===== src/rtl/twop_pkg.sv =====
// Shared constants of the trace word output port.
// Assumes one core clock domain; no software-visible registers.
package twop_pkg;
	localparam int unsigned  DATA_W         = 64;     // Trace word width
	localparam int unsigned  WSEL_W         = 3;      // Width-select code width
	localparam int unsigned  RATIO_W        = 3;      // Clock ratio code width
	localparam int unsigned  DIV_W          = 4;      // Transfer divider width
	localparam int unsigned  NARROW_BITS    = 4;      // Bits taken per transfer, narrow mode
	localparam logic [WSEL_W-1:0]  WSEL_NARROW = 3'h0;  // Probe takes low four bits
	localparam logic [WSEL_W-1:0]  WSEL_FULL   = 3'h4;  // Probe takes all bits
	localparam logic [WSEL_W-1:0]  WSEL_RST    = 3'h4;  // Width after reset
	localparam logic [RATIO_W-1:0] RATIO_SLOW_MIN = 3'h4; // First code at 1:2 or slower
	localparam logic [RATIO_W-1:0] RATIO_RST      = 3'h0; // Ratio register after reset
	localparam logic [DIV_W-1:0]   DIV_RST        = 4'h0; // Divider after reset
endpackage : twop_pkg


===== src/rtl/twop_core.sv =====
// Trace word output port: presents trace words to the probe interface block.
// Assumes stall and width/ratio codes come from logic on the core clock.
//
// Function
// - Ratio faster than 1:2: transfer every cycle
// - Ratio 1:2 or slower: transfer spans twice (code minus 3) core cycles
// - Width select sets shift amount and rate
// - Code 000 takes four bits, 100 all
// - Valid rises when new full-width word begins; stays low in narrow mode
// - Stall holds off next valid, valid stays
// - Stalled data and valid held until released
// - Stall sampled only before valid, full width
// - Each narrow transfer shifts data down by four bits
// - Full width: valid in first full-word cycle
// - Probe trigger synchronised twice, rising edge
// - Trigger strobe lasts exactly one transfer
`timescale 1ns/1ps
module twop_core #(
	parameter int unsigned DATA_W = twop_pkg::DATA_W  // Trace word width
) (
	input  wire logic                         clock,              // Core clock, 10 MHz
	input  wire logic                         rst_b,              // Asynchronous reset, active low
	input  wire logic [twop_pkg::RATIO_W-1:0] trace_clock_ratio,  // Trace clock ratio code
	input  wire logic [twop_pkg::WSEL_W-1:0]  trace_width_select, // Bits the probe takes
	input  wire logic                         trace_stall_in,     // Probe stall
	input  wire logic                         probe_trigger_in,   // Asynchronous probe trigger
	input  wire logic [DATA_W-1:0]            word_in,            // Next trace word from core
	input  wire logic                         word_in_valid,      // Core offers a word
	output logic                              word_in_ready,      // Word taken this cycle
	input  wire logic                         trigger_request,    // Core asks for a trigger strobe
	output logic [DATA_W-1:0]                 trace_word_out,     // Shifted trace data
	output logic                              trace_word_valid,   // New full word started
	output logic                              trigger_strobe_out, // Trigger to external probe
	output logic                              probe_trigger_seen  // Probe trigger edge, one cycle
);
	import twop_pkg::*;

	localparam int unsigned BEATS = DATA_W / NARROW_BITS;  // Narrow transfers per word
	localparam int unsigned BW    = $clog2(BEATS);         // Beat counter width
	localparam logic [BW-1:0] BEAT_LAST = BW'(BEATS - 1);  // Beats left after a load

	// All state of the port except the trigger synchroniser stages
	typedef struct packed {
		logic [DATA_W-1:0]  data;      // Presented word
		logic               valid;     // Word-valid flag
		logic [DIV_W-1:0]   div_cnt;   // Core cycles left in transfer cycle
		logic [BW-1:0]      beat_cnt;  // Narrow shifts left in word
		logic [WSEL_W-1:0]  width;     // Accepted width code
		logic [RATIO_W-1:0] ratio;     // Ratio in force
		logic               started;   // Codes captured after reset
		logic               hold;      // Word stalled
		logic               go;        // Stall released, load next
		logic               trig_pend; // Trigger waiting for a boundary
		logic               strobe;    // Trigger strobe
		logic               ptrig;     // Probe trigger edge
	} twop_core_state_t;

	twop_core_state_t st_q;  // Registered state
	twop_core_state_t st_d;  // Next state

	logic             ptrig_rise;  // Synchronised probe trigger edge
	logic             xfer_en;     // First core cycle of a transfer cycle
	logic             full;        // Full-width mode
	logic             slot;        // Room for a new word
	logic             stall_blk;   // Load blocked by stall
	logic             load;        // Word loaded this cycle
	logic             reconfig;    // Ratio changed or first capture
	logic [DIV_W-1:0] len;         // Transfer cycle length in core cycles

	// Transfer cycle length for a ratio code
	function automatic logic [DIV_W-1:0] xfer_len(input logic [RATIO_W-1:0] r);
		logic [RATIO_W-1:0] steps;
		steps = r - RATIO_SLOW_MIN + 3'h1;
		if (r < RATIO_SLOW_MIN) begin
			return 4'h1;
		end
		return {steps, 1'b0};
	endfunction

	// Probe trigger crossing
	twop_trig_sync u_trig_sync (
		.clock    (clock),
		.rst_b    (rst_b),
		.async_in (probe_trigger_in),
		.rise_out (ptrig_rise)
	);

	// Decode of the current cycle
	always_comb begin
		len       = xfer_len(st_q.ratio);
		xfer_en   = (st_q.div_cnt == DIV_RST);
		full      = (st_q.width == WSEL_FULL);
		slot      = full | (st_q.beat_cnt == '0);
		reconfig  = !st_q.started || (trace_clock_ratio != st_q.ratio);
		// Stall is looked at only when a full word would load next
		stall_blk = full && xfer_en && !st_q.hold && !st_q.go && word_in_valid && trace_stall_in;
		load      = !reconfig && word_in_valid
		            && ((xfer_en && slot && !st_q.hold && !stall_blk) || st_q.go);
	end

	// Handshake to the core is combinational
	assign word_in_ready = load;

	// Next-state logic
	always_comb begin
		st_d         = st_q;
		st_d.ptrig   = ptrig_rise;
		st_d.started = 1'b1;
		st_d.ratio   = trace_clock_ratio;
		st_d.go      = 1'b0;
		if (reconfig) begin
			// New ratio: take a new width and restart transfers
			if (trace_width_select == WSEL_NARROW || trace_width_select == WSEL_FULL) begin
				st_d.width = trace_width_select;
			end
			st_d.div_cnt  = DIV_RST;
			st_d.beat_cnt = '0;
			st_d.valid    = 1'b0;
			st_d.hold     = 1'b0;
		end else begin
			// Divider paces transfer cycles
			st_d.div_cnt = xfer_en ? (len - 4'h1) : (st_q.div_cnt - 4'h1);
			if (load) begin
				// New word on all bits
				st_d.data     = word_in;
				st_d.valid    = full;
				st_d.beat_cnt = full ? '0 : BEAT_LAST;
				st_d.hold     = 1'b0;
			end else if (stall_blk) begin
				// Hold data and valid as they stand
				st_d.hold = 1'b1;
			end else if (st_q.hold) begin
				// Release one cycle after stall seen low; the go cycle then loads or drops valid
				st_d.hold = trace_stall_in;
				st_d.go   = !trace_stall_in;
			end else if (st_q.go) begin
				// Released but core had no word
				st_d.valid = 1'b0;
			end else if (xfer_en && !full) begin
				// Narrow mode: probe keeps reading low bits
				st_d.data  = st_q.data >> NARROW_BITS;
				st_d.valid = 1'b0;
				if (st_q.beat_cnt != '0) begin
					st_d.beat_cnt = st_q.beat_cnt - 1'b1;
				end
			end else begin
				// Valid marks only the first cycle of a word
				st_d.valid = 1'b0;
			end
		end
		// Trigger strobe spans one transfer cycle; a new request wins over the clear
		if (xfer_en) begin
			st_d.strobe = st_q.trig_pend;
		end
		st_d.trig_pend = trigger_request | (st_q.trig_pend & ~xfer_en);
	end

	// State register
	always_ff @(posedge clock or negedge rst_b) begin
		if (!rst_b) begin
			st_q         <= '0;
			st_q.width   <= WSEL_RST;
			st_q.ratio   <= RATIO_RST;
			st_q.div_cnt <= DIV_RST;
		end else begin
			st_q <= st_d;
		end
	end

	// Outputs straight from flip-flops
	assign trace_word_out     = st_q.data;
	assign trace_word_valid   = st_q.valid;
	assign trigger_strobe_out = st_q.strobe;
	assign probe_trigger_seen = st_q.ptrig;
endmodule // twop_core


===== src/rtl/twop_trig_sync.sv =====
// Two-stage synchroniser with rising-edge detect for an asynchronous trigger.
// Assumes the input may toggle at any time relative to clock.
`timescale 1ns/1ps
module twop_trig_sync (
	input  wire logic clock,     // Core clock
	input  wire logic rst_b,     // Asynchronous reset, active low
	input  wire logic async_in,  // Asynchronous level from a pin
	output logic      rise_out   // One-cycle pulse on a rising edge
);
	import twop_pkg::*;

	// All state of the synchroniser
	typedef struct packed {
		logic meta;  // First stage, read only by the second
		logic sync;  // Second stage, safe to use
		logic last;  // Delayed copy for edge detect
	} twop_sync_state_t;

	twop_sync_state_t st_q;  // Registered state
	twop_sync_state_t st_d;  // Next state

	// Shift the level through the stages
	always_comb begin
		st_d      = st_q;
		st_d.meta = async_in;
		st_d.sync = st_q.meta;
		st_d.last = st_q.sync;
	end

	// State register
	always_ff @(posedge clock or negedge rst_b) begin
		if (!rst_b) begin
			st_q <= '0;
		end else begin
			st_q <= st_d;
		end
	end

	// Edge only after two stages
	assign rise_out = st_q.sync & ~st_q.last;
endmodule // twop_trig_sync


===== config.mk =====
export PLATFORM = sky130hd
export DESIGN_NAME = twop_core
export DESIGN_NICKNAME = d
export VERILOG_FILES = /design/src/rtl/twop_pkg.sv /design/src/rtl/twop_core.sv /design/src/rtl/twop_trig_sync.sv
export SDC_FILE = /design/constraint.sdc
export NUM_CORES = 1
export LEC_CHECK = 0
export CORE_UTILIZATION = 49
export DETAILED_ROUTE_END_ITERATION = 8
export DONT_BUFFER_PORTS = 1
export PLACE_DENSITY_LB_ADDON = 0.12
export SLEW_MARGIN = 20
export SYNTH_ARGS = -nofsm -noshare
export SYNTH_HDL_FRONTEND = slang
export SYNTH_SLANG_ARGS = --single-unit

===== constraint.sdc =====
create_clock -name clock -period 4.63 [get_ports clock]
set_input_delay 0.463 -clock clock [delete_from_list [all_inputs] [get_ports clock]]
set_output_delay 0.463 -clock clock [all_outputs]
set_load 0.02 [all_outputs]

==> impl_metrics.py, run 1 <==
metrics = {
    "clock_network": {
        "path_clk_slew_ns": 0.09,
        "cts_resized": 0,
        "cts.sinks": 88,
        "cts_tree": "yes",
        "numCtsBuffers": 9,
        "cts_max_level": 3,
        "cts_root_buf": "clkbuf_8",
        "clk_latency_ns": 0.36,
        "clk_path_buf_depth": 2,
    },
    "placed_design": {
        "pre_cts_ws_ns": 2.09,
        "dpl.hpwl_um": 6020,
        "placedInstanceArea_um2": 4490,
        "portBuffers": 0,
        "gp_congestion": 0.718,
    },
    "routing": {
        "vias": 2406,
        "drcViolationCount": 0,
        "drt-total-wl_um": 8820,
        "vias_per_cell": 5.37,
        "wire_per_inst_um": 19.7,
        "drt_pre_antenna_iters": 4,
        "drtAntennaViolNets": 0,
        "drt_iter0_drc": 74,
    },
    "power": {
        "power_frac_comb": 0.244,
        "ir_worst_vdd_mv": 0.226,
        "p_int_w": 0.00182,
        "swShare": 0.366,
        "pwr-share-seq": 0.564,
        "p_per_area_nw_per_um2": 609,
        "net-switching-power_w": 0.00105,
        "clkPwrFrac": 0.192,
        "power_w": 0.00288,
        "p_leak_nw": 2.23,
    },
    "timing": {
        "tightest_slew_ns": 0.834,
        "period_needed_ns": 2.64,
        "fin_skew_ns": 0.0131,
        "fmax_ghz": 0.378,
        "fin_tns_setup_ns": 0,
        "hold-worst-slack_ns": -0.0245,
        "period_share": 0.571,
        "rsz0062_at_grt": "false",
        "relSlewSlack": 0.444,
        "finalWorstSetupSlack_ns": 1.99,
        "hold_viol": 10,
        "setup_viol": 0,
        "slew_viol_final": 0,
    },
    "die": {
        "initial_core_util": 0.504,
        "die_w_um": 102,
        "die_h_um": 102,
        "die-area_um2": 10400,
        "rows": 36,
        "core_um2": 9730,
        "io_pins": 144,
    },
    "synthesis": {
        "ys_dominant_reg_cell": "dfrtp_1",
        "async_flop_share": 1.00,
        "synth-seq-cells": 88,
        "synth_edf_count": 0,
        "yosysWarnings": 0,
        "syn_nets": 452,
        "synthCells": 372,
        "ys_seq_area_frac": 0.449,
        "syn_area_um2": 4900,
        "yosysUniqueCellTypes": 40,
        "synth_area_per_cell_um2": 13.2,
    },
    "global_route": {
        "grt_pass1_wl_um": 13500,
        "first_global_vias": 2510,
        "grt_antenna_before_repair": 0,
        "grt-ovfl-total": 0,
        "grt_max_degree": 89,
        "grt_use_total": 0.172,
    },
    "layout": {
        "layout_commonest_cell": "dfrtp_1",
        "num-fill-cells": 869,
        "area_growth_pct": -3.65,
        "final_area_um2": 4720,
        "drive_gt1_frac": 0.444,
        "final_cell_mix": "dfrtp_1 (87), mux2_2 (56), mux2_4 (55)",
        "num-nets-final": 391,
        "diodes": 0,
    },
    "setup_path": {
        "end_kind": "output port",
        "crit_required_ns": 4.17,
        "arrival_ns": 2.18,
        "r2r-start": "st_q[16]$_DFF_PN0_",
        "path_max_fanout": 5,
        "criticalPathCategory": "register to output port",
        "startpoint": "st_q[12]$_DFFE_PN0P_",
        "critPathLaunchType": "register",
    },
    "flow_run": {
        "cap_violations": 0,
    },
    "run_status": {
        "outcome": "finished with violations",
        "violations": "negative hold slack",
    },
    "worst_hold_path": {
        "hold_class": "input port to asynchronous set/reset pin",
    },
}
==> state kept, by name, indices dropped and copies added (netlist names) <==
| signal | count |
|---|---|
| st_q | 18 |
| u_trig_sync.st_d | 2 |
| trace_word_out | 64 |
| trigger_strobe_out | 1 |
| u_trig_sync.st_q | 1 |
| probe_trigger_seen | 1 |
| trace_word_valid | 1 |
==> synth_stat cells (all sizes together), types with 2 or more instances <==
cell	count	area [µm²]
a21oi	12	60.1
a22o	4	35.0
a31oi	2	12.5
buf	77	623
clkbuf	2	7.51
dfrtp	87	2180
ha	4	50.1
inv	6	22.5
mux2	111	1460
mux2i	5	50.1
nand2	4	15.0
nand2b	3	18.8
nand3	2	10.0
nand4	2	12.5
nor2	11	43.8
nor2b	4	25.0
nor3	7	40.0
nor3b	3	22.5
nor4	2	12.5
or3b	2	17.5
xnor2	7	61.3
==> cells by family after synthesis <==
| group | after synthesis | share of synthesized area |
|---|---|---|
| AOI/OAI and AO/OA | 26 | 0.0342 |
| xor gates and xnor gates | 8 | 0.0143 |
| adders and majority gates | 4 | 0.0102 |
| buffers and inverters | 85 | 0.133 |
| DFF | 88 | 0.449 |
| muxes | 116 | 0.307 |
| other | 1 | 0.000765 |
| and+or+nand+nor | 44 | 0.0508 |
==> per-stage QoR <==
stage / hold WS (ns) / utilization / instances
after floorplan: 0.167 / - / 372
after global placement: 0.169 / 0.462 / 432
after detailed placement: 0.169 / 0.462 / 432
after CTS: 0.0233 / 0.486 / 448
after global routing: 0.0210 / 0.486 / 448
final: -0.0245 / 0.486 / 448
==> worst max-delay path: stages, from the launching register on <==
cell	delay, ns
dfrtp_1	0.38
inv_1	0.11
ha_1	0.15
or3b_2	0.47
nand2_1	0.09
a32oi_1	0.10
or2_4	0.27
inv_1	0.27
==> power by group through the flow <==
stage / clock (W) / sequential [W] / combinational (W)
after floorplan: 0 / 0.00119 / 0.00135
after global placement: 0 / 0.00165 / 0.000663
after detailed placement: 0 / 0.00166 / 0.000687
after CTS: 0.000570 / 0.00164 / 0.000708
after global routing: 0.000607 / 0.00167 / 0.000767
final: 0.000552 / 0.00162 / 0.000702
==> routing by layer <==
| metal | part of all wire | vias to the layer above | GRT usage | wire [µm] |
|---|---|---|---|---|
| met2 | 0.47 | 84 | 0.268 | 4160 |
| met1 | 0.43 | 1205 | 0.218 | 3760 |
| met5 | 0 | - | 0 | 0 |
| met4 | 0.015 | 0 | 0.0681 | 135 |
| li1 | - | 1107 | - | - |
| met3 | 0.087 | 10 | 0.0636 | 765 |
==> repair_timing <==
item | CTS | global route
hold buffers | 1 | 0
hold endpoints to repair | 88 | 0
setup buffers | 0 | 0
setup endpoints to repair | 0 | 0
==> worst paths after layout <==
kind	to	slack, ns	cells past startpoint
max	word_in_ready	1.99	7
min	trace_word_out[37]$_DFFE_PN0P_	-0.02	1
max reg2reg	trace_word_out[12]$_DFFE_PN0P_	2.08	7
min reg2reg	u_trig_sync.st_d[0]$_DFF_PN0_	0.36	0
max in group asynchronous	st_q[11]$_DFFE_PN1P_	4.23	1
min in group clock	st_q[6]$_DFF_PN0_	0.13	0
==> area by class of cell <==
class	instances	area, µm²	share of cell area
Sequential cell	88	2200	0.466
Multi-Input combinational cell	199	2050	0.435
Tap cell	133	166	0.0352
Clock buffer	11	151	0.0320
Timing Repair Buffer	7	72.6	0.0154
Clock inverter	4	53.8	0.0114
Inverter	6	22.5	0.00477
No activity file was read; power rests on OpenSTA's default activity.
==> inputs of run 2 (changes only) <==
--- a/config.mk
+++ b/config.mk
@@ -5,6 +5,7 @@
 export SDC_FILE = /design/constraint.sdc
 export NUM_CORES = 1
 export LEC_CHECK = 0
+export ABC_AREA = 1
 export CORE_UTILIZATION = 49
 export DETAILED_ROUTE_END_ITERATION = 8
 export DONT_BUFFER_PORTS = 1
==> constraint.sdc (replaced) <==
create_clock -name clock -period 2.46 [get_ports clock]
set_input_delay 0.246 -clock clock [delete_from_list [all_inputs] [get_ports clock]]
set_output_delay 0.246 -clock clock [all_outputs]
set_load 0.02 [all_outputs]
==> run 2 against run 1 <==
Register-to-register slack got worse by 1.8 ns. First-iteration DRC count rose by 120%. Setup slack got worse by 1.8 ns. Combinational power increased by 60%. Via count rose by 36%. Cell count up 48%. Clock-buffer cell count shrank 1. The flow now finishes without violations. Non-clock buffer count grew 7. Cell area fell by 0.93%. Sequential power up 96%.
==> impl_metrics.py, run 2 <==
metrics = {
    "routing": {
        "drcViolationCount": 0,
        "vias": 3267,
        "vias_per_cell": 4.91,
        "drtAntennaViolNets": 0,
        "drt_pre_antenna_iters": 4,
        "drt-total-wl_um": 9800,
        "wire_per_inst_um": 14.7,
        "drt_iter0_drc": 164,
    },
    "timing": {
        "setup_viol": 0,
        "fin_skew_ns": 0.0123,
        "period_needed_ns": 2.27,
        "hold_viol": 0,
        "fin_tns_setup_ns": 0,
        "rsz0062_at_grt": "false",
        "slew_viol_final": 0,
        "period_share": 0.923,
        "fmax_ghz": 0.440,
    },
    "global_route": {
        "grt_pass1_wl_um": 15400,
        "grt_most_used_layer": "met2",
        "grt_antenna_before_repair": 0,
        "use_met1": 0.252,
        "grt_util_met2": 0.313,
        "grt_max_degree": 89,
        "grt_use_total": 0.194,
        "use_met3": 0.0559,
        "first_global_vias": 3041,
        "grt-ovfl-total": 0,
    },
    "synthesis": {
        "ys_top_cells_by_area": "dfrtp_1 (45%), nand2_1 (11%), o21ai_1 (11%), buf_4 (10%), inv_1 (6.1%)",
        "yosysUniqueCellTypes": 33,
        "synthCells": 600,
        "synth_edf_count": 0,
        "ys_dominant_reg_cell": "dfrtp_1",
        "synth_common_cells": "nand2_1 (147), o21ai_1 (110), dfrtp_1 (87)",
        "netlist.area_leader.share": 0.450,
        "syn_area_um2": 4840,
        "synth_area_leader_cell": "dfrtp_1",
        "synth-seq-cells": 88,
        "async_flop_share": 1.00,
        "yosysWarnings": 0,
        "syn_nets": 680,
        "synth_area_per_cell_um2": 8.06,
        "ys_seq_area_frac": 0.455,
        "synth_most_common_cell": "nand2_1",
    },
    "power": {
        "clkPwrFrac": 0.179,
        "p_per_area_nw_per_um2": 1120,
        "ir_worst_vdd_mv": 0.393,
        "pwr-share-seq": 0.607,
        "swShare": 0.442,
        "power_frac_comb": 0.214,
        "p_int_w": 0.00292,
        "p_leak_nw": 2.34,
        "net-switching-power_w": 0.00232,
    },
    "die": {
        "die-area_um2": 10300,
        "rows": 35,
        "initial_core_util": 0.514,
        "die_h_um": 101,
        "io_pins": 144,
        "die_w_um": 101,
        "core_um2": 9420,
    },
    "layout": {
        "drive_gt1_frac": 0.0746,
        "fin_util": 0.497,
        "area_growth_pct": -3.26,
        "num-nets-final": 613,
        "diodes": 0,
        "largest_reg_flops": 64,
        "layout_commonest_cell": "nand2_1",
        "final_cell_mix": "nand2_1 (147), o21ai_1 (110), dfrtp_1 (87)",
    },
    "setup_path": {
        "max_stage_delay_ns": 0.39,
        "path_max_fanout": 25,
        "criticalPathCategory": "register to output port",
        "path_cells": "inv_1, ha_1, nand3_1, a21oi_2, nand2_1, nand2_2, nand2_4, inv_4, buf_16",
        "end_kind": "output port",
        "reg2regPathDepth": 11,
        "crit_slowest_cell": "dfrtp_1",
        "crit_required_ns": 2.21,
        "critPathLaunchType": "register",
        "arrival_ns": 2.03,
    },
    "clock_network": {
        "cts_tree": "yes",
        "clk_latency_ns": 0.35,
        "numCtsBuffers": 9,
        "cts_root_buf": "clkbuf_8",
        "path_clk_slew_ns": 0.08,
        "cts.sinks": 88,
        "clk_path_buf_depth": 2,
        "cts_max_level": 3,
    },
    "placed_design": {
        "dpl.hpwl_um": 6690,
        "portBuffers": 0,
        "gp_congestion": 0.850,
    },
    "run_status": {
        "outcome": "finished, final reports clean",
    },
    "worst_hold_path": {
        "min_path_cells": 2,
        "hold_class": "input port to register",
    },
    "flow_run": {
        "cap_violations": 0,
    },
}
run 2: kinds of logic after synthesis:
kind of cell	after synthesis	share of synthesized area
XOR/XNOR	5	0.00905
buffers and inverters	174	0.210
adder cells (fa/ha/maj)	4	0.0103
flip-flops	88	0.455
AO/OA/AOI/OAI	140	0.151
other	1	0.000775
AND/OR/NAND/NOR	188	0.164
run 2: power by group through the flow:
stage,clock network (W),logic [W],registers (W)
3_3_place_gp,0,0.00104,0.00322
6_report,0.000938,0.00112,0.00318
2_1_floorplan,0,0.00237,0.00231
3_5_place_dp,0,0.00108,0.00322
4_1_cts,0.000973,0.00113,0.00320
5_1_grt,0.00104,0.00136,0.00327
run 2: worst paths after layout:
check                                         startpoint                              to  slack (ns)
setup / recovery                    st_q[12]$_DFFE_PN0P_                   word_in_ready        0.19
hold / removal                     trace_width_select[2]            st_q[11]$_DFFE_PN1P_        0.01
setup reg to reg                    st_q[12]$_DFFE_PN0P_  trace_word_out[57]$_DFFE_PN0P_        0.31
hold reg to reg            u_trig_sync.st_d[1]$_DFF_PN0_   u_trig_sync.st_d[0]$_DFF_PN0_        0.35
max in group asynchronous                          rst_b            st_q[11]$_DFFE_PN1P_        1.60
min in group asynchronous                          rst_b   trace_word_out[1]$_DFFE_PN0P_        0.48
run 2: what timing repair did:
action | CTS | global route
endpoints found under the setup margin | 0 | 1
hold endpoints to repair | 93 | 0
hold buffers | 7 | 0
setup buffers | 0 | 0
gates resized for setup | 0 | 2
run 2: layer usage:
layer	routed length (µm)	share of wire
met5	0	0
met2	4700	0.48
met4	104	0.011
met1	4270	0.44
met3	719	0.073
run 2: per-stage QoR:
step | instances | power (W) | hold WS, ns | setup slack [ns] | instance area (µm²)
floorplan | 600 | 0.00468 | -0.0496 | 0.856 | 4840
detailed placement | 643 | 0.00430 | -0.0477 | 0.428 | 4380
global route | 665 | 0.00567 | 0.00150 | 0.0188 | 4680
finish | 665 | 0.00524 | 0.0139 | 0.188 | 4680
CTS | 664 | 0.00530 | 0.00217 | 0.144 | 4640
global placement | 643 | 0.00426 | -0.0474 | 0.504 | 4380
run 2: cell type report:
type	count	area, µm²
repair buffers	14	203
well taps	129	161
multi-input cells	338	1620
fillers	941	4730
clock inverters	4	47.5
flip-flops and latches	88	2200
clock buffers	10	128
inverters	82	315
run 2: critical path: cells and delay by family, from the launching register on:
| family | cells | cell delay, ns |
|---|---|---|
| AOI/OAI and AO/OA | 1 | 0.17 |
| adders and majority gates | 1 | 0.17 |
| buffers and inverters | 3 | 0.45 |
| DFF | 1 | 0.39 |
| and+or+nand+nor | 4 | 0.49 |
==> inputs of run 3 (changes only) <==
--- a/config.mk
+++ b/config.mk
@@ -9,6 +9,7 @@
 export CORE_UTILIZATION = 49
 export DETAILED_ROUTE_END_ITERATION = 8
 export DONT_BUFFER_PORTS = 1
+export MAX_ROUTING_LAYER = met4
 export PLACE_DENSITY_LB_ADDON = 0.12
 export SLEW_MARGIN = 20
 export SYNTH_ARGS = -nofsm -noshare
==> constraint.sdc (replaced) <==
create_clock -name clock -period 2.46 [get_ports clock]
set_input_delay 0.246 -clock clock [delete_from_list [all_inputs] [get_ports clock]]
set_output_delay 0.246 -clock clock [all_outputs]
set_load 0.1 [all_outputs]
==> run 3 against run 2 <==
Clock skew is 0.0010 ns lower. Cell count is 11% higher. Non-clock buffer count is 70 higher. Die area stayed put. Flip-flop and latch count stayed put. Routed wire length is 5.7% higher. Fmax is 0.84% higher. Critical endpoint unchanged. Largest cell class unchanged.
==> impl_metrics.py, run 3 (same netlist as run 2, synthesis figures left out) <==
metrics = {
    "flow_run": {
        "cap_violations": 0,
    },
    "setup_path": {
        "criticalPathCategory": "register to output port",
        "crit_required_ns": 2.21,
        "crit_slowest_cell": "dfrtp_1",
        "reg2regPathDepth": 11,
        "end_kind": "output port",
        "path_max_fanout": 12,
        "max_stage_delay_ns": 0.39,
        "r2r-start": "st_q[12]$_DFFE_PN0P_",
        "arrival_ns": 2.01,
        "startpoint": "st_q[12]$_DFFE_PN0P_",
        "critPathLaunchType": "register",
        "path_cells": "inv_1, ha_1, nand3_1, a21oi_1, nand2_1, nand2_2, nand2_4, inv_8, buf_16",
    },
    "clock_network": {
        "numCtsBuffers": 9,
        "clk_path_buf_depth": 2,
        "cts_setup_buffers": 0,
        "cts.sinks": 88,
        "clk_latency_ns": 0.34,
        "cts_tree": "yes",
        "path_clk_slew_ns": 0.09,
        "cts_max_level": 3,
        "cts_root_buf": "clkbuf_8",
    },
    "layout": {
        "drive_gt1_frac": 0.173,
        "final_area_um2": 5270,
        "area_growth_pct": 8.84,
        "largest_reg_flops": 64,
        "fin_util": 0.559,
        "num-fill-cells": 905,
        "diodes": 0,
        "final_cell_mix": "nand2_1 (147), o21ai_1 (110), dfrtp_1 (87)",
        "layout_commonest_cell": "nand2_1",
        "num-nets-final": 683,
    },
    "routing": {
        "drcViolationCount": 0,
        "vias_per_cell": 4.92,
        "drt_pre_antenna_iters": 4,
        "wire_per_inst_um": 14.1,
        "drtAntennaViolNets": 0,
        "drt-total-wl_um": 10400,
        "vias": 3618,
        "drt_iter0_drc": 150,
    },
    "timing": {
        "fmax_ghz": 0.444,
        "slew_viol_final": 0,
        "relSlewSlack": 0.388,
        "period_share": 0.916,
        "fin_skew_ns": 0.0113,
        "hold_viol": 0,
        "period_needed_ns": 2.25,
        "tightest_slew_ns": 0.919,
        "setup_viol": 0,
    },
    "global_route": {
        "grt_antenna_before_repair": 0,
        "first_global_vias": 3230,
        "grt_max_degree": 89,
        "grt_use_total": 0.203,
        "grt_pass1_wl_um": 15700,
        "grt-ovfl-total": 0,
    },
    "die": {
        "die_w_um": 101,
        "core_um2": 9420,
        "die-area_um2": 10300,
        "io_pins": 144,
        "die_h_um": 101,
        "initial_core_util": 0.514,
        "rows": 35,
    },
    "placed_design": {
        "gp_congestion": 0.888,
        "dpl.hpwl_um": 6910,
        "placedInstanceArea_um2": 4870,
        "portBuffers": 0,
    },
    "worst_hold_path": {
        "hold_class": "input port to register",
        "min_path_cells": 2,
        "min_from": "word_in[39]",
    },
    "run_status": {
        "outcome": "finished, final reports clean",
    },
}
run 3: cell types whose count changed in the layout (fill, tap and decap cells not counted):
cell           previous run  this run
inv_8                     0         1
clkinv_2                  2         4
a21oi_1                   6         7
clkbuf_1                  1         0
inv_4                     1         0
dlygate4sd3_1             6        11
buf_12                    2         3
clkinvlp_4                1         0
a21oi_2                   1         0
clkbuf_16                 1         3
buf_4                     3        65
run 3: what timing repair did:
| action | CTS | global route |
|---|---|---|
| gates resized for setup | 0 | 3 |
| hold buffers | 7 | 5 |
| hold endpoints to repair | 93 | 5 |
| setup endpoints to repair | 0 | 1 |
run 3: worst paths after layout:
check                                            endpoint  slack, ns
setup / recovery                            word_in_ready       0.21
hold / removal             trace_word_out[39]$_DFFE_PN0P_       0.02
setup reg to reg           trace_word_out[32]$_DFFE_PN0P_       0.43
hold reg to reg             u_trig_sync.st_d[0]$_DFF_PN0_       0.36
max in group asynchronous            st_q[11]$_DFFE_PN1P_       1.59
min in group asynchronous  trace_word_out[51]$_DFFE_PN0P_       0.48
run 3: routing by layer:
layer,up-vias,global-route usage,wire length (µm)
met5,-,-,0
met4,0,0.0569,144
met3,15,0.0545,784
met2,118,0.318,4730
met1,1656,0.260,4690
li1,1829,-,-
run 3: worst max-delay path, delay by kind of cell, from the launching register on:
kind / cells / cell delay (ns)
fa+ha+maj: 1 / 0.16
buf+inv: 3 / 0.45
flops: 1 / 0.39
compound gates: 1 / 0.17
simple gates: 4 / 0.48
run 3: layout make-up:
type	count	area [µm²]	share of cell area
clock inverter	5	50.0	0.00950
clock buffer	9	124	0.0235
timing repair buffer	84	788	0.150
multi-input combinational	338	1620	0.307
sequential	88	2200	0.418
tap	129	161	0.0306
inverter	82	320	0.0608
run 3: metrics by stage:
step	cells	worst slack, ns	setup TNS [ns]	hold WS (ns)
finish	735	0.207	0	0.0236
global route	735	-0.00148	-0.00148	0.000170
CTS	727	0.132	0	0.00111
detailed placement	706	0.494	0	-0.0467
global placement	706	0.545	0	-0.0474
floorplan	600	0.813	0	-0.0496
Power of run 3 is left out: the tool's default activity adds up to more than one toggle a clock period on the data nets, which glitch-free logic cannot reach.
